--- src/pkg/can_status_pkg.sv ---
// Package: register map, field positions and reset values
// Assumes a 32-bit AXI4-Lite slave with byte addresses in an 8-bit window
package can_status_pkg;

  // ------------------------------------------------------------
  // Register byte offsets
  // ------------------------------------------------------------
  localparam int unsigned ADDR_W = 8;
  localparam logic [7:0] TX_STATUS_OFF = 8'h08;
  localparam logic [7:0] RXQ0_OFF      = 8'h0C;
  localparam logic [7:0] RXQ1_OFF      = 8'h10;
  localparam logic [7:0] IRQ_EN_OFF    = 8'h14;
  localparam logic [7:0] IRQ_ST_OFF    = 8'h24;

  // ------------------------------------------------------------
  // Transmit mailbox status fields, per mailbox at i*MB_STRIDE
  // ------------------------------------------------------------
  localparam int unsigned MB_STRIDE = 8;
  localparam int unsigned MB_DONE   = 0;
  localparam int unsigned MB_OK     = 1;
  localparam int unsigned MB_ARB    = 2;
  localparam int unsigned MB_FAULT  = 3;
  localparam int unsigned MB_ABORT  = 7;

  // ------------------------------------------------------------
  // Receive queue status fields
  // ------------------------------------------------------------
  localparam int unsigned RXQ_RELEASE = 5;
  localparam int unsigned RXQ_OVF     = 4;
  localparam int unsigned RXQ_FULL    = 3;
  localparam int unsigned RXQ_CNT_LSB = 0;
  localparam int unsigned RXQ_CNT_W   = 2;
  localparam int unsigned RXQ_DEPTH   = 3;

  // ------------------------------------------------------------
  // Interrupt status and enable layout
  // ------------------------------------------------------------
  localparam int unsigned IRQ_W      = 7;
  localparam int unsigned IRQ_TXDONE = 0;
  localparam int unsigned IRQ_Q0FULL = 2;
  localparam int unsigned IRQ_Q0OVF  = 3;
  localparam int unsigned IRQ_Q1FULL = 5;
  localparam int unsigned IRQ_Q1OVF  = 6;

  localparam logic [31:0] REG_RESET = 32'h0000_0000;
  localparam logic [1:0]  RESP_OKAY   = 2'h0;
  localparam logic [1:0]  RESP_SLVERR = 2'h2;

endpackage : can_status_pkg

--- src/pkg/rxq_if.sv ---
// Interface: register side to receive queue tracker
// Assumes both ends run on the same clock
`timescale 1ns/10ps
interface rxq_if #(parameter int unsigned CW = 2);
  logic          store;
  logic          release_done;
  logic          wr_release;
  logic          clr_full;
  logic          clr_ovf;
  logic [CW-1:0] count;
  logic          full;
  logic          ovf;
  logic          release_bit;
  logic          full_evt;
  logic          ovf_evt;

  modport ctrl  (output store, release_done, wr_release, clr_full, clr_ovf,
                 input  count, full, ovf, release_bit, full_evt, ovf_evt);
  modport queue (input  store, release_done, wr_release, clr_full, clr_ovf,
                 output count, full, ovf, release_bit, full_evt, ovf_evt);
endinterface : rxq_if

--- src/core/can_tx_status_rx_fifo_flags.sv ---
// CAN transmit mailbox status and receive queue status registers
// Assumes engine event inputs are one-cycle pulses on aclk, except the
// levels mailbox_transmit_request and mbox_empty
//
// Summary of operation
// - Mailbox 0 done: set on finish, cleared
// - Mailbox 1 done: same set and clear
// - Mailbox 0 abort bit cleared once empty
// - Mailbox 0 fault flag set, cleared, restarted
// - Mailbox 0 arbitration-lost flag set and cleared
// - Mailbox 0 done-ok flag tracks error-free finish
// - Mailbox 1 done-ok reads zero after error
// - Queue 0 dequeue bit cleared when done
// - Queue 0 overfull flag sticky until written
// - Queue 0 full flag sticky until written
// - Queue 0 two-bit frame count readable
// - Queue 1 register and dequeue bit
// - Queue 1 overfull flag sticky until written
// - Queue 1 full flag sticky until written
// - Queue 1 two-bit frame count readable
// - Queue 0 full interrupt needs enable bit
//
// Decided for this implementation: the AXI4-Lite register port.
`timescale 1ns/10ps
module can_tx_status_rx_fifo_flags #(
  parameter int unsigned RXQ_DEPTH = can_status_pkg::RXQ_DEPTH
) (
  input  wire logic                              aclk,
  input  wire logic                              aresetn,
  // AXI4-Lite slave
  input  wire logic [can_status_pkg::ADDR_W-1:0] awaddr,
  input  wire logic                              awvalid,
  output logic                                   awready,
  input  wire logic [31:0]                       wdata,
  input  wire logic [3:0]                        wstrb,
  input  wire logic                              wvalid,
  output logic                                   wready,
  output logic [1:0]                             bresp,
  output logic                                   bvalid,
  input  wire logic                              bready,
  input  wire logic [can_status_pkg::ADDR_W-1:0] araddr,
  input  wire logic                              arvalid,
  output logic                                   arready,
  output logic [31:0]                            rdata,
  output logic [1:0]                             rresp,
  output logic                                   rvalid,
  input  wire logic                              rready,
  // Transmit engine, per mailbox
  input  wire logic [1:0]                        tx_start,
  input  wire logic [1:0]                        tx_finish,
  input  wire logic [1:0]                        tx_finish_err,
  input  wire logic [1:0]                        tx_fault,
  input  wire logic [1:0]                        tx_arb_lost,
  input  wire logic [1:0]                        mbox_empty,
  input  wire logic [1:0]                        mailbox_transmit_request,
  output logic [1:0]                             mbox_abort_req,
  // Receive engine, per queue
  input  wire logic [1:0]                        rx_store,
  input  wire logic [1:0]                        rx_release_done,
  output logic [1:0]                             rx_release_req,
  // Interrupt
  output logic                                   irq
);

  localparam int unsigned AW = can_status_pkg::ADDR_W;
  localparam int unsigned IW = can_status_pkg::IRQ_W;
  localparam int unsigned CW = can_status_pkg::RXQ_CNT_W;

  // ------------------------------------------------------------
  // Register select
  // ------------------------------------------------------------
  typedef enum logic [5:0] {
    SEL_NONE = 6'b00_0001,
    SEL_TX   = 6'b00_0010,
    SEL_Q0   = 6'b00_0100,
    SEL_Q1   = 6'b00_1000,
    SEL_IEN  = 6'b01_0000,
    SEL_IST  = 6'b10_0000
  } sel_t;

  function automatic sel_t reg_sel(input logic [AW-1:0] a);
    sel_t s;
    case (a)
      can_status_pkg::TX_STATUS_OFF: s = SEL_TX;
      can_status_pkg::RXQ0_OFF:      s = SEL_Q0;
      can_status_pkg::RXQ1_OFF:      s = SEL_Q1;
      can_status_pkg::IRQ_EN_OFF:    s = SEL_IEN;
      can_status_pkg::IRQ_ST_OFF:    s = SEL_IST;
      default:                       s = SEL_NONE;
    endcase
    return s;
  endfunction : reg_sel

  // ------------------------------------------------------------
  // State
  // ------------------------------------------------------------
  typedef struct packed {
    logic          aw_got;
    logic [AW-1:0] awaddr;
    logic          w_got;
    logic [31:0]   wdata;
    logic [3:0]    wstrb;
    logic          bvalid;
    logic [1:0]    bresp;
    logic          rvalid;
    logic [31:0]   rdata;
    logic [1:0]    rresp;
    logic [1:0]    done;
    logic [1:0]    done_ok;
    logic [1:0]    arb_lost;
    logic [1:0]    tx_fault;
    logic [1:0]    abort_req;
    logic [IW-1:0] irq_st;
    logic [IW-1:0] irq_en;
  } state_t;

  state_t        s_q;
  state_t        s_d;
  logic          wr;
  logic          wr_ok;
  logic          word_wr;
  sel_t          wsel;
  sel_t          rsel;
  logic [31:0]   txw;
  logic [31:0]   qw0;
  logic [31:0]   qw1;
  logic [31:0]   rd;
  logic [IW-1:0] ev;
  logic [1:0]    q_store;
  logic [1:0]    q_rel_done;
  logic [1:0]    q_wr_rel;
  logic [1:0]    q_clr_full;
  logic [1:0]    q_clr_ovf;
  logic [1:0]    q_full_evt;
  logic [1:0]    q_ovf_evt;
  logic [1:0]    q_full;
  logic [1:0]    q_ovf;
  logic [1:0]    q_rel;
  logic [CW-1:0] q_cnt [2];

  rxq_if #(.CW(CW)) rxq [2] ();

  // ------------------------------------------------------------
  // Receive queue trackers
  // ------------------------------------------------------------
  generate
    for (genvar g = 0; g < 2; g++)
    begin : g_rxq
      assign rxq[g].store        = q_store[g];
      assign rxq[g].release_done = q_rel_done[g];
      assign rxq[g].wr_release   = q_wr_rel[g];
      assign rxq[g].clr_full     = q_clr_full[g];
      assign rxq[g].clr_ovf      = q_clr_ovf[g];
      assign q_full_evt[g]       = rxq[g].full_evt;
      assign q_ovf_evt[g]        = rxq[g].ovf_evt;
      assign q_full[g]           = rxq[g].full;
      assign q_ovf[g]            = rxq[g].ovf;
      assign q_rel[g]            = rxq[g].release_bit;
      assign q_cnt[g]            = rxq[g].count;

      rx_queue_track #(
        .DEPTH (RXQ_DEPTH),
        .CW    (CW)
      ) u_track (
        .aclk    (aclk),
        .aresetn (aresetn),
        .q       (rxq[g].queue)
      );
    end
  endgenerate

  // ------------------------------------------------------------
  // Field positions as plain ints for indexing
  // ------------------------------------------------------------
  localparam int MB_STRIDE_I   = can_status_pkg::MB_STRIDE;
  localparam int DONE_I        = can_status_pkg::MB_DONE;
  localparam int OK_I          = can_status_pkg::MB_OK;
  localparam int ARB_I         = can_status_pkg::MB_ARB;
  localparam int FAULT_I       = can_status_pkg::MB_FAULT;
  localparam int ABORT_I       = can_status_pkg::MB_ABORT;
  localparam int RXQ_RELEASE_I = can_status_pkg::RXQ_RELEASE;
  localparam int RXQ_OVF_I     = can_status_pkg::RXQ_OVF;
  localparam int RXQ_FULL_I    = can_status_pkg::RXQ_FULL;
  localparam int RXQ_CNT_I     = can_status_pkg::RXQ_CNT_LSB;

  // ------------------------------------------------------------
  // Next state
  // ------------------------------------------------------------
  always_comb
  begin
    s_d = s_q;
    // Write channel capture, either order
    wr      = s_q.aw_got & s_q.w_got & ~s_q.bvalid;
    wsel    = reg_sel(s_q.awaddr);
    // Partial-lane writes are refused so no flag is half-cleared
    word_wr = (s_q.wstrb == 4'hF);
    wr_ok   = wr & word_wr & (wsel != SEL_NONE);
    if (awvalid && awready)
    begin
      s_d.aw_got = 1'b1;
      s_d.awaddr = awaddr;
    end
    if (wvalid && wready)
    begin
      s_d.w_got = 1'b1;
      s_d.wdata = wdata;
      s_d.wstrb = wstrb;
    end
    if (wr)
    begin
      s_d.aw_got = 1'b0;
      s_d.w_got  = 1'b0;
      s_d.bvalid = 1'b1;
      s_d.bresp  = wr_ok ? can_status_pkg::RESP_OKAY
                         : can_status_pkg::RESP_SLVERR;
    end
    if (s_q.bvalid && bready)
      s_d.bvalid = 1'b0;

    txw = (wr_ok && wsel == SEL_TX) ? s_q.wdata : 32'h0000_0000;
    qw0 = (wr_ok && wsel == SEL_Q0) ? s_q.wdata : 32'h0000_0000;
    qw1 = (wr_ok && wsel == SEL_Q1) ? s_q.wdata : 32'h0000_0000;

    // Transmit mailboxes
    for (int i = 0; i < 2; i++)
    begin
      // Finish bit write-one also clears the dependent flags
      if (txw[i*MB_STRIDE_I + DONE_I] || mailbox_transmit_request[i])
        s_d.done[i] = 1'b0;
      if (tx_finish[i])
        s_d.done[i] = 1'b1;
      if (txw[i*MB_STRIDE_I + OK_I] || txw[i*MB_STRIDE_I + DONE_I]
          || (tx_finish[i] && tx_finish_err[i]))
        s_d.done_ok[i] = 1'b0;
      if (tx_finish[i] && !tx_finish_err[i])
        s_d.done_ok[i] = 1'b1;
      if (txw[i*MB_STRIDE_I + FAULT_I] || txw[i*MB_STRIDE_I + DONE_I]
          || tx_start[i])
        s_d.tx_fault[i] = 1'b0;
      if (tx_fault[i])
        s_d.tx_fault[i] = 1'b1;
      if (txw[i*MB_STRIDE_I + ARB_I] || txw[i*MB_STRIDE_I + DONE_I]
          || tx_start[i])
        s_d.arb_lost[i] = 1'b0;
      if (tx_arb_lost[i])
        s_d.arb_lost[i] = 1'b1;
      if (txw[i*MB_STRIDE_I + ABORT_I])
        s_d.abort_req[i] = 1'b1;
      // Empty mailbox has nothing to stop, so hardware wins here
      if (mbox_empty[i])
        s_d.abort_req[i] = 1'b0;
    end

    // Receive queue strobes
    q_store    = rx_store;
    q_rel_done = rx_release_done;
    q_wr_rel   = {qw1[RXQ_RELEASE_I], qw0[RXQ_RELEASE_I]};
    q_clr_full = {qw1[RXQ_FULL_I], qw0[RXQ_FULL_I]};
    q_clr_ovf  = {qw1[RXQ_OVF_I], qw0[RXQ_OVF_I]};

    // Interrupt status, set wins over write-one clear
    ev = '0;
    ev[can_status_pkg::IRQ_TXDONE] = |tx_finish;
    ev[can_status_pkg::IRQ_Q0FULL] = q_full_evt[0];
    ev[can_status_pkg::IRQ_Q0OVF]  = q_ovf_evt[0];
    ev[can_status_pkg::IRQ_Q1FULL] = q_full_evt[1];
    ev[can_status_pkg::IRQ_Q1OVF]  = q_ovf_evt[1];
    if (wr_ok && wsel == SEL_IST)
      s_d.irq_st = s_q.irq_st & ~s_q.wdata[IW-1:0];
    s_d.irq_st = s_d.irq_st | ev;
    if (wr_ok && wsel == SEL_IEN)
      s_d.irq_en = s_q.wdata[IW-1:0];

    // Read channel
    rsel = reg_sel(araddr);
    rd   = 32'h0000_0000;
    case (rsel)
      SEL_TX:
      begin
        for (int i = 0; i < 2; i++)
        begin
          rd[i*MB_STRIDE_I + DONE_I]  = s_q.done[i];
          rd[i*MB_STRIDE_I + OK_I]    = s_q.done_ok[i];
          rd[i*MB_STRIDE_I + ARB_I]   = s_q.arb_lost[i];
          rd[i*MB_STRIDE_I + FAULT_I] = s_q.tx_fault[i];
          rd[i*MB_STRIDE_I + ABORT_I] = s_q.abort_req[i];
        end
      end
      SEL_Q0:
      begin
        rd[RXQ_RELEASE_I] = q_rel[0];
        rd[RXQ_OVF_I]     = q_ovf[0];
        rd[RXQ_FULL_I]    = q_full[0];
        rd[RXQ_CNT_I +: CW] = q_cnt[0];
      end
      SEL_Q1:
      begin
        rd[RXQ_RELEASE_I] = q_rel[1];
        rd[RXQ_OVF_I]     = q_ovf[1];
        rd[RXQ_FULL_I]    = q_full[1];
        rd[RXQ_CNT_I +: CW] = q_cnt[1];
      end
      SEL_IEN:  rd[IW-1:0] = s_q.irq_en;
      SEL_IST:  rd[IW-1:0] = s_q.irq_st;
      default:  rd = 32'h0000_0000;
    endcase
    if (arvalid && arready)
    begin
      s_d.rvalid = 1'b1;
      s_d.rdata  = rd;
      s_d.rresp  = (rsel == SEL_NONE) ? can_status_pkg::RESP_SLVERR
                                      : can_status_pkg::RESP_OKAY;
    end
    else if (s_q.rvalid && rready)
      s_d.rvalid = 1'b0;
  end

  // ------------------------------------------------------------
  // Registers
  // ------------------------------------------------------------
  always_ff @(posedge aclk)
  begin
    if (!aresetn)
      s_q <= '0;
    else
      s_q <= s_d;
  end

  // ------------------------------------------------------------
  // Outputs
  // ------------------------------------------------------------
  assign awready        = ~s_q.aw_got & ~s_q.bvalid;
  assign wready         = ~s_q.w_got & ~s_q.bvalid;
  assign bvalid         = s_q.bvalid;
  assign bresp          = s_q.bresp;
  assign arready        = ~s_q.rvalid;
  assign rvalid         = s_q.rvalid;
  assign rdata          = s_q.rdata;
  assign rresp          = s_q.rresp;
  assign mbox_abort_req = s_q.abort_req;
  assign rx_release_req = q_rel;
  // Full of queue 0 reaches the line only through its enable bit
  assign irq            = |(s_q.irq_st & s_q.irq_en);

endmodule : can_tx_status_rx_fifo_flags

--- src/core/rx_queue_track.sv ---
// Receive queue tracker: frame count, full, overfull and dequeue bit
// Assumes store and release_done are one-cycle pulses on aclk
`timescale 1ns/10ps
module rx_queue_track #(
  parameter int unsigned DEPTH = can_status_pkg::RXQ_DEPTH,
  parameter int unsigned CW    = can_status_pkg::RXQ_CNT_W
) (
  input wire logic aclk,
  input wire logic aresetn,
  rxq_if.queue     q
);

  generate
    if (DEPTH < 1 || DEPTH >= (1 << CW))
    begin : g_bad_depth
      $error("rx_queue_track: DEPTH does not fit the count field");
    end
  endgenerate

  typedef struct packed {
    logic [CW-1:0] count;
    logic          full;
    logic          ovf;
    logic          release_bit;
  } rxq_state_t;

  localparam logic [CW-1:0] DEPTH_C = CW'(DEPTH);

  rxq_state_t s_q;
  rxq_state_t s_d;
  logic       done;
  logic       inc;
  logic       dec;

  always_comb
  begin
    s_d        = s_q;
    q.full_evt = 1'b0;
    q.ovf_evt  = 1'b0;
    done = s_q.release_bit & q.release_done;
    // A dequeue in the same cycle makes room for the new frame
    inc  = q.store && (s_q.count != DEPTH_C || done);
    dec  = done && (s_q.count != '0);
    if (done)
      s_d.release_bit = 1'b0;
    if (q.wr_release)
      s_d.release_bit = 1'b1;
    if (inc && !dec)
      s_d.count = s_q.count + 1'b1;
    else if (dec && !inc)
      s_d.count = s_q.count - 1'b1;
    if (q.store && s_q.count == DEPTH_C && !done)
      q.ovf_evt = 1'b1;
    if (inc && !dec && s_q.count == DEPTH_C - 1'b1)
      q.full_evt = 1'b1;
    // Clear first, then set: a new event is never lost
    if (q.clr_full)
      s_d.full = 1'b0;
    if (q.full_evt)
      s_d.full = 1'b1;
    if (q.clr_ovf)
      s_d.ovf = 1'b0;
    if (q.ovf_evt)
      s_d.ovf = 1'b1;
  end

  always_ff @(posedge aclk)
  begin
    if (!aresetn)
      s_q <= '0;
    else
      s_q <= s_d;
  end

  assign q.count       = s_q.count;
  assign q.full        = s_q.full;
  assign q.ovf         = s_q.ovf;
  assign q.release_bit = s_q.release_bit;

endmodule : rx_queue_track

--- config.mk ---
export PLATFORM = sky130hd
export DESIGN_NAME = can_tx_status_rx_fifo_flags
export DESIGN_NICKNAME = d
export VERILOG_FILES = /design/src/pkg/can_status_pkg.sv /design/src/pkg/rxq_if.sv /design/src/core/can_tx_status_rx_fifo_flags.sv /design/src/core/rx_queue_track.sv
export SDC_FILE = /design/constraint.sdc
export NUM_CORES = 1
export LEC_CHECK = 0
export CORE_MARGIN = 2
export CORE_UTILIZATION = 50
export CTS_CLUSTER_SIZE = 20
export DETAILED_ROUTE_END_ITERATION = 8
export DONT_BUFFER_PORTS = 1
export PLACE_DENSITY = 0.63
export SLEW_MARGIN = 10
export SYNTH_ARGS = -nofsm -noshare
export SYNTH_HDL_FRONTEND = slang
export SYNTH_SLANG_ARGS = --single-unit
--- constraint.sdc ---
create_clock -name aclk -period 3.7 [get_ports aclk]
set_clock_uncertainty 0.1 [all_clocks]
set_input_delay 0.185 -clock aclk [delete_from_list [all_inputs] [get_ports aclk]]
set_output_delay 0.185 -clock aclk [all_outputs]
set_load 0.01 [all_outputs]
==> results of run 1 <==
critical path: stages, from the launching register on:
cell	delay, ns
sky130_fd_sc_hd__dfxtp_1	0.32
sky130_fd_sc_hd__or2_2	0.35
sky130_fd_sc_hd__nor3_2	0.68
sky130_fd_sc_hd__a311oi_1	0.22
sky130_fd_sc_hd__o21a_1	0.20
sky130_fd_sc_hd__dlygate4sd3_1	0.55
stage by stage:
stage                     util [%]  instance area [um2]  power, W  std cells
final                        56.89                 4328  0.001745        591
after global routing         56.89                 4328  0.001839        591
after CTS                    56.89                 4328  0.001759        591
after detailed placement     48.14                 3662  0.001112        527
after global placement       48.14                 3662  0.001107        527
after floorplan                  -                 3959  0.001110        487
sequential cells by signal, indices dropped and copies added (netlist names), 2 cells and up:
| signal | count |
|---|---|
| s_q | 49 |
| rdata | 13 |
| g_rxq.u_track.q.count | 4 |
| g_rxq.u_track.q.full | 2 |
| g_rxq.u_track.q.ovf | 2 |
| g_rxq.u_track.q.release_bit | 2 |
| mbox_abort_req | 2 |
synthesized netlist by cell type, types with 4 or more instances:
library cell and number:
sky130_fd_sc_hd__and2_1 4, sky130_fd_sc_hd__nand2b_1 7, sky130_fd_sc_hd__clkbuf_1 11, sky130_fd_sc_hd__nor2_1 33
sky130_fd_sc_hd__nor4b_1 5, sky130_fd_sc_hd__a311oi_1 7, sky130_fd_sc_hd__dfxtp_1 78, sky130_fd_sc_hd__nor3_1 10
sky130_fd_sc_hd__nand3_1 13, sky130_fd_sc_hd__nand3b_1 16, sky130_fd_sc_hd__a22oi_1 9, sky130_fd_sc_hd__buf_4 41
sky130_fd_sc_hd__xor2_1 5, sky130_fd_sc_hd__buf_2 5, sky130_fd_sc_hd__a21oi_1 49, sky130_fd_sc_hd__nand2_1 63
sky130_fd_sc_hd__a31oi_1 12, sky130_fd_sc_hd__a2111oi_0 6, sky130_fd_sc_hd__o21ai_0 23, sky130_fd_sc_hd__inv_1 12
power by group through the flow:
stage / Combinational, W / Sequential [W] / Clock [W]
2_1_floorplan: 0.000183 / 0.000927 / 0
3_3_place_gp: 0.000155 / 0.000952 / 0
3_5_place_dp: 0.000158 / 0.000954 / 0
4_1_cts: 0.000205 / 0.000934 / 0.000621
5_1_grt: 0.000233 / 0.000940 / 0.000666
6_report: 0.000206 / 0.000934 / 0.000605
cell type report:
cell class	count	area (um2)	area share, %
Clock buffer	9	123.9	2.862
Clock inverter	7	61.31	1.417
Inverter	12	45.04	1.041
Multi-Input combinational cell	334	1921	44.38
Sequential cell	78	1562	36.08
Tap cell	102	127.6	2.949
Timing Repair Buffer	49	488.0	11.27
logic make-up (layout without fill, tap and decap cells):
group,Yosys count,in the layout,synth area share [%]
AND/OR/NAND/NOR,182,182,25.84
AO/OA/AOI/OAI,121,121,19.04
flip-flops,78,78,40.21
buffers and inverters,75,77,12.27
XOR/XNOR,5,5,1.128
multiplexers,3,3,0.7732
adder cells (fa/ha/maj),2,2,0.6442
other,1,21,0.09656
worst max-delay path by stage:
stage	end	slack, ns	depth (start not counted)
6_report	s_q[23]	1.17	5
5_1_grt	s_q[22]	1.01	5
4_1_cts	s_q[23]	1.20	5
3_5_place_dp	s_q[21]	1.66	4
3_3_place_gp	s_q[21]	1.68	4
2_1_floorplan	g_rxq[0].u_track.q.count[1]	2.06	5
per-layer routing:
layer / part of all wire (%) / track usage (%) / vias to the layer above
li1: - / - / 1639
met2: 48 / 37.13 / 85
met4: 0.45 / 4.104 / 0
met5: 0 / 0 / -
met1: 47 / 29.55 / 1549
met3: 5.3 / 5.834 / 4
timing repair:
action / in CTS / in global routing
buffers inserted: 0 / 0
hold endpoints to repair: 63 / 0
hold buffers: 48 / 0
==> results.rst, run 1 <==
.. list-table::
   :header-rows: 1

   * - Metric
     - Value
   * - Result of the run
     - completed
   * - Startpoint type of the worst setup path
     - register
   * - Top_reg_cell synth
     - sky130_fd_sc_hd__dfxtp_1
   * - Slew of the pin with the lowest slew margin
     - between 0.8 and 0.9 ns
   * - Final Setup Violations
     - 0
   * - Main area contributors after synthesis
     - sky130_fd_sc_hd__dfxtp_1 (40%), sky130_fd_sc_hd__buf_4 (7.9%), sky130_fd_sc_hd__a21oi_1 (6.3%)
   * - Die Width
     - 92.14 um
   * - Clock sink count
     - 78
   * - Switching portion of total power
     - a little under 30%
   * - Achievable clock frequency
     - ~390 MHz
   * - Placeable core region
     - approximately 7600 um2
   * - RSZ-0062 raised after global routing
     - no
   * - Initial DRT Pass Iterations
     - 5
   * - Vias per inst
     - between 5 and 6
   * - Flops & latches, synth
     - 78
   * - Hold Path Cell Cnt
     - 3
   * - Average wire per cell in the routed design
     - around 16 um
   * - GRT Residual Overflow
     - 0
   * - Startpoint of the tightest hold check path
     - tx_start[0]
   * - Fraction of layout instances using a drive strength above 1
     - about 6.3%
   * - Sequential-to-total area share from yosys stat
     - 40.21%
   * - Library cells used by synthesis
     - 53
   * - Cell count after synthesis
     - 467
   * - Clock insertion delay at the later pin of the skew report
     - approximately 0.35 ns
   * - Part of the total power dissipated in sequential elements
     - 53.5%
   * - Part of the power in the clock network
     - about a third
   * - Final weighted congestion in routability-driven placement
     - 0.8310
   * - Hold Crit Class
     - input port to register
   * - Most common cell after layout, fill and taps aside
     - sky130_fd_sc_hd__dfxtp_1
   * - Arrival time of data at the critical path endpoint
     - 2.67 ns
   * - Max-capacitance violation count
     - 0
   * - Pin count of the biggest net entering global routing
     - 42
   * - Final setup slack of the worst path
     - 1.167 ns
   * - Internal power
     - 0.001234 W
   * - Worst slew margin
     - a little over two fifths
   * - Total vias in the final route
     - ~3300
   * - Switching power summed over all nets
     - approximately 0.0005 W
   * - Final Hold Vio Count
     - 0
   * - R2R Path End
     - s_q[23]
   * - Number of warnings issued by yosys
     - 0
   * - Static power due to leakage
     - 1.536 nW
   * - Number of enable flip-flop cells after synthesis
     - 0
   * - Post-synthesis to final-layout area growth
     - 11.44%
   * - Detailed Place HPWL
     - approximately 6.5 mm
   * - Routed wire length
     - around 9.2 mm
   * - Diodes inserted
     - 0
   * - Crit Path Class
     - register to register
   * - Buffers on Ports
     - 0
   * - Post-Synthesis Cell Area
     - approximately 3900 um2
   * - Top cell type's share of synthesized area
     - around two fifths
   * - Most frequent cells in the layout
     - sky130_fd_sc_hd__dfxtp_1 (78), sky130_fd_sc_hd__nand2_1 (63), sky130_fd_sc_hd__a21oi_1 (49)
   * - Antenna violations before repair
     - 0
   * - Worst ir drop on vdd
     - 0.2129 mV
   * - Die outline area
     - about 8500 um2
   * - Post-route DRC violation count
     - 0
   * - Critical Path Sink Type
     - register
   * - Maximum root-to-sink buffer count
     - 2
   * - Tmin final
     - between 2 and 3 ns
   * - Layout net count
     - roughly 560
   * - Largest fanout on the critical path
     - 13
   * - Hold-critical path endpoint
     - s_q[18]
   * - Avg Synthesized Cell Area
     - between 8 and 9 um2
   * - Launching instance or port of the critical path
     - s_q[105]
   * - Area leader, netlist
     - sky130_fd_sc_hd__dfxtp_1
   * - Initial Util
     - around half
   * - Vertical extent of the die
     - 92.14 um
   * - Fillers
     - 712
   * - Vias in the first global route
     - 3134
   * - Wire length of the first global-routing pass
     - roughly 15 mm
   * - Power density relative to cell area
     - 403.1 nW/um2
   * - Detailed router's first-iteration violation count
     - 205
   * - Count of pins over their slew limit
     - 0
   * - Final period util
     - between 60% and 70%
   * - PostCTS Resize Cnt
     - 0
   * - Clock edge transition at the registers on the reported setup and hold paths
     - roughly 0.09 ns
   * - Worst hold slack
     - about 0.0045 ns
   * - Post-synthesis async set-or-reset flop share
     - 0%
   * - Inserted Clock Buffers
     - 9
   * - Number of H-tree levels
     - 3
   * - Clock Tree Root
     - sky130_fd_sc_hd__clkbuf_8
   * - Logic gate share of total power
     - 11.8%
   * - All-Layer GR Usage
     - between 20% and 30%
   * - Row Count
     - 32
   * - Post-route setup TNS
     - 0 ns
   * - CTS tree
     - yes
   * - Count of boundary I/O pins
     - 123
   * - FF-to-FF path depth
     - 5
   * - Antenna violation net count after detailed routing
     - 0
   * - Worst-case setup slack after placement
     - 1.657 ns
   * - Worst reg2reg path startpoint
     - s_q[105]
   * - Flop2flop setup slack
     - approximately 1.2 ns
   * - Data required time at the worst endpoint
     - 3.84 ns
(Power assumes the default switching activity.)
==> run 2: changes to the inputs <==
Settings changed: ABC_AREA set to 1, PLACE_DENSITY 0.63 to 0.66.
Clock period 3.7 ns to 2.1 ns, I/O delays scaled along.
==> results.rst, run 2 <==
.. list-table::
   :header-rows: 1

   * - Metric
     - Value
   * - Final Setup Violations
     - 0
   * - Placeable core region
     - 7292 um2
   * - Count of boundary I/O pins
     - 123
   * - Power density relative to cell area
     - 778.3 nW/um2
   * - Inserted Clock Buffers
     - 9
   * - Vias in the first global route
     - ~3200
   * - Row Count
     - 31
   * - Post-route setup TNS
     - 0 ns
   * - Flop2flop setup slack
     - 0.17 ns
   * - GRT Residual Overflow
     - 0
   * - Hold Crit Class
     - input port to register
   * - Clock edge transition at the registers on the reported setup and hold paths
     - around 0.08 ns
   * - Flops & latches, synth
     - just under 80
   * - Clock Tree Root
     - sky130_fd_sc_hd__clkbuf_8
   * - Result of the run
     - completed
   * - Initial DRT Pass Iterations
     - 5
   * - Critical Path Sink Type
     - register
   * - Buffers on Ports
     - 0
   * - Number of flip-flops in the largest register
     - roughly 50
   * - Sequential-to-total area share from yosys stat
     - between 40% and 50%
   * - Final Hold Vio Count
     - 0
   * - Area leader, netlist
     - sky130_fd_sc_hd__dfxtp_1
   * - Most frequent cells in the layout
     - sky130_fd_sc_hd__nand2_1 (79), sky130_fd_sc_hd__dfxtp_1 (77), sky130_fd_sc_hd__inv_1 (69)
   * - Vertical extent of the die
     - about 90 um
   * - Detailed Place HPWL
     - 6.036 mm
   * - Number of warnings issued by yosys
     - 0
   * - Routed wire length
     - around 8.7 mm
   * - Diodes inserted
     - 0
   * - Static power due to leakage
     - just under 2 nW
   * - Vias per inst
     - about 5
   * - Die outline area
     - slightly above 8000 um2
   * - Achievable clock frequency
     - between 500 and 600 MHz
   * - Final weighted congestion in routability-driven placement
     - 0.7795
   * - Post-route DRC violation count
     - 0
   * - All-Layer GR Usage
     - 21.57%
   * - Number of enable flip-flop cells after synthesis
     - 0
   * - Largest fanout on the critical path
     - 6
   * - Die Width
     - 90.86 um
   * - Max-capacitance violation count
     - 0
   * - Top cell type's share of synthesized area
     - between 40% and 50%
   * - Arrival time of data at the critical path endpoint
     - between 2 and 2.5 ns
   * - Fraction of layout instances using a drive strength above 1
     - between 7 and 8%
   * - Worst ir drop on vdd
     - between 0.5 and 0.6 mV
   * - Layout net count
     - roughly 650
   * - Top_reg_cell synth
     - sky130_fd_sc_hd__dfxtp_1
   * - Startpoint type of the worst setup path
     - register
   * - Library cells used by synthesis
     - 34
   * - Most common cell in the synthesized netlist
     - sky130_fd_sc_hd__nand2_1
   * - Detailed router's first-iteration violation count
     - 143
   * - Data required time at the worst endpoint
     - around 2.2 ns
   * - Maximum root-to-sink buffer count
     - 2
   * - Initial Util
     - a little over 50%
   * - Post-Synthesis Cell Area
     - ~3800 um2
   * - Biggest register
     - s_q
   * - Worst-case setup slack after placement
     - between 0.3 and 0.4 ns
   * - Tmin final
     - just under 2 ns
   * - Clock sink count
     - 78
   * - Post-synthesis to final-layout area growth
     - 18.21%
   * - Antenna violation net count after detailed routing
     - 0
   * - Final setup slack of the worst path
     - 0.1676 ns
   * - Clock insertion delay at the later pin of the skew report
     - 0.35 ns
   * - Crit Path Class
     - register to register
   * - Avg Synthesized Cell Area
     - 7.091 um2
   * - Average wire per cell in the routed design
     - 12.86 um
   * - Antenna violations before repair
     - 0
   * - Wire length of the first global-routing pass
     - roughly 15 mm
   * - Post-synthesis async set-or-reset flop share
     - 0%
   * - Count of pins over their slew limit
     - 0
   * - Cell count after synthesis
     - 532
   * - Final period util
     - around 92%
   * - Fillers
     - between 600 and 700
   * - CTS tree
     - yes
   * - Total vias in the final route
     - between 3000 and 4000
   * - Most frequent cells after synthesis
     - sky130_fd_sc_hd__nand2_1 (80), sky130_fd_sc_hd__dfxtp_1 (78), sky130_fd_sc_hd__inv_1 (70)
   * - Pin count of the biggest net entering global routing
     - 56
   * - Main area contributors after synthesis
     - sky130_fd_sc_hd__dfxtp_1 (41%), sky130_fd_sc_hd__buf_4 (8.0%), sky130_fd_sc_hd__nand2_1 (8.0%)
   * - Number of H-tree levels
     - 3
   * - Most common cell after layout, fill and taps aside
     - sky130_fd_sc_hd__nand2_1
==> run 2: cell types whose count changed after synthesis, moves of 7 or more <==
cell	previous run	this run
sky130_fd_sc_hd__a31oi_1	12	2
sky130_fd_sc_hd__nand2b_1	7	0
sky130_fd_sc_hd__nand4_1	3	13
sky130_fd_sc_hd__a311oi_1	7	0
sky130_fd_sc_hd__nand3b_1	16	2
sky130_fd_sc_hd__nand2_1	63	80
sky130_fd_sc_hd__inv_1	12	70
sky130_fd_sc_hd__a22oi_1	9	0
sky130_fd_sc_hd__nor2_1	33	62
sky130_fd_sc_hd__o21ai_0	23	58
sky130_fd_sc_hd__nand3_1	13	23
==> run 2: metal layers <==
layer  global-route usage (%)  vias to the layer above  share of wire [%]  routed length (um)
li1                         -                     1730                  -                   -
met1                    26.93                     1507                 45                3884
met2                    36.13                      111                 47                4091
met3                    5.259                       17                5.6                 483
met4                    7.955                        0                2.2                 193
met5                        0                        -                  0                   0
==> run 2: path summary, 6_finish.rpt <==
| path | to | depth (start not counted) | start |
|---|---|---|---|
| max | s_q[17] | 7 | bvalid |
| min | s_q[10] | 5 | rx_release_done[0] |
| min reg2reg | rdata[9] | 2 | s_q[21] |
| max reg2reg | s_q[17] | 7 | bvalid |
==> run 2: cell type report <==
cell class / instances / area, um2 / share of cell area (%)
clock buffers: 9 / 123.9 / 2.778
clock inverters: 7 / 121.4 / 2.722
inverters: 74 / 277.8 / 6.229
multi-input cells: 345 / 1645 / 36.90
flip-flops and latches: 78 / 1563 / 35.04
well taps: 99 / 123.9 / 2.778
repair buffers: 61 / 604.3 / 13.55
==> run 2: metrics by stage <==
stage | utilization [%] | cell area [um2] | total power [W] | instances | hold slack (ns)
finish | 61.15 | 4459 | 0.003471 | 673 | 0.01835
global route | 61.15 | 4459 | 0.003627 | 673 | 0.05142
CTS | 60.71 | 4427 | 0.003482 | 670 | 0.01153
detailed placement | 49.93 | 3641 | 0.002042 | 601 | 0.07961
floorplan | - | 3847 | 0.002020 | 552 | 0.07738
global placement | 49.93 | 3641 | 0.002028 | 601 | 0.07806
==> run 2: kinds of logic after synthesis <==
group           count (synthesis)  share of synthesized area, %
buf+inv                       129                         17.11
compound gates                121                         16.92
xor+xnor                        2                        0.4644
other cells                     1                       0.09941
flops                          78                         41.39
fa+ha+maj                       2                        0.6632
simple gates                  199                         23.35
==> run 2: what timing repair did <==
item                       in CTS  in global routing
buffers inserted                0                  3
resized for setup               0                  5
hold buffers                   53                  0
hold endpoints to repair       72                  0
setup endpoints to repair       0                  4
==> run 2: worst max-delay path, stage by stage (launching register included) <==
cell and delay, ns:
sky130_fd_sc_hd__dfxtp_2 0.37, sky130_fd_sc_hd__nand3b_1 0.23, sky130_fd_sc_hd__nor2_2 0.15, sky130_fd_sc_hd__buf_6 0.13
sky130_fd_sc_hd__nand3_1 0.12, sky130_fd_sc_hd__nand4_1 0.10, sky130_fd_sc_hd__a21oi_1 0.06, sky130_fd_sc_hd__dlygate4sd3_1 0.56
==> run 2: where the power goes <==
group          leakage (nW)  internal, W  switching [W]
registers             0.642      0.00158      0.0000847
clock network         0.124     0.000795       0.000560
logic                  1.17     0.000185       0.000264
total                  1.94      0.00256       0.000909
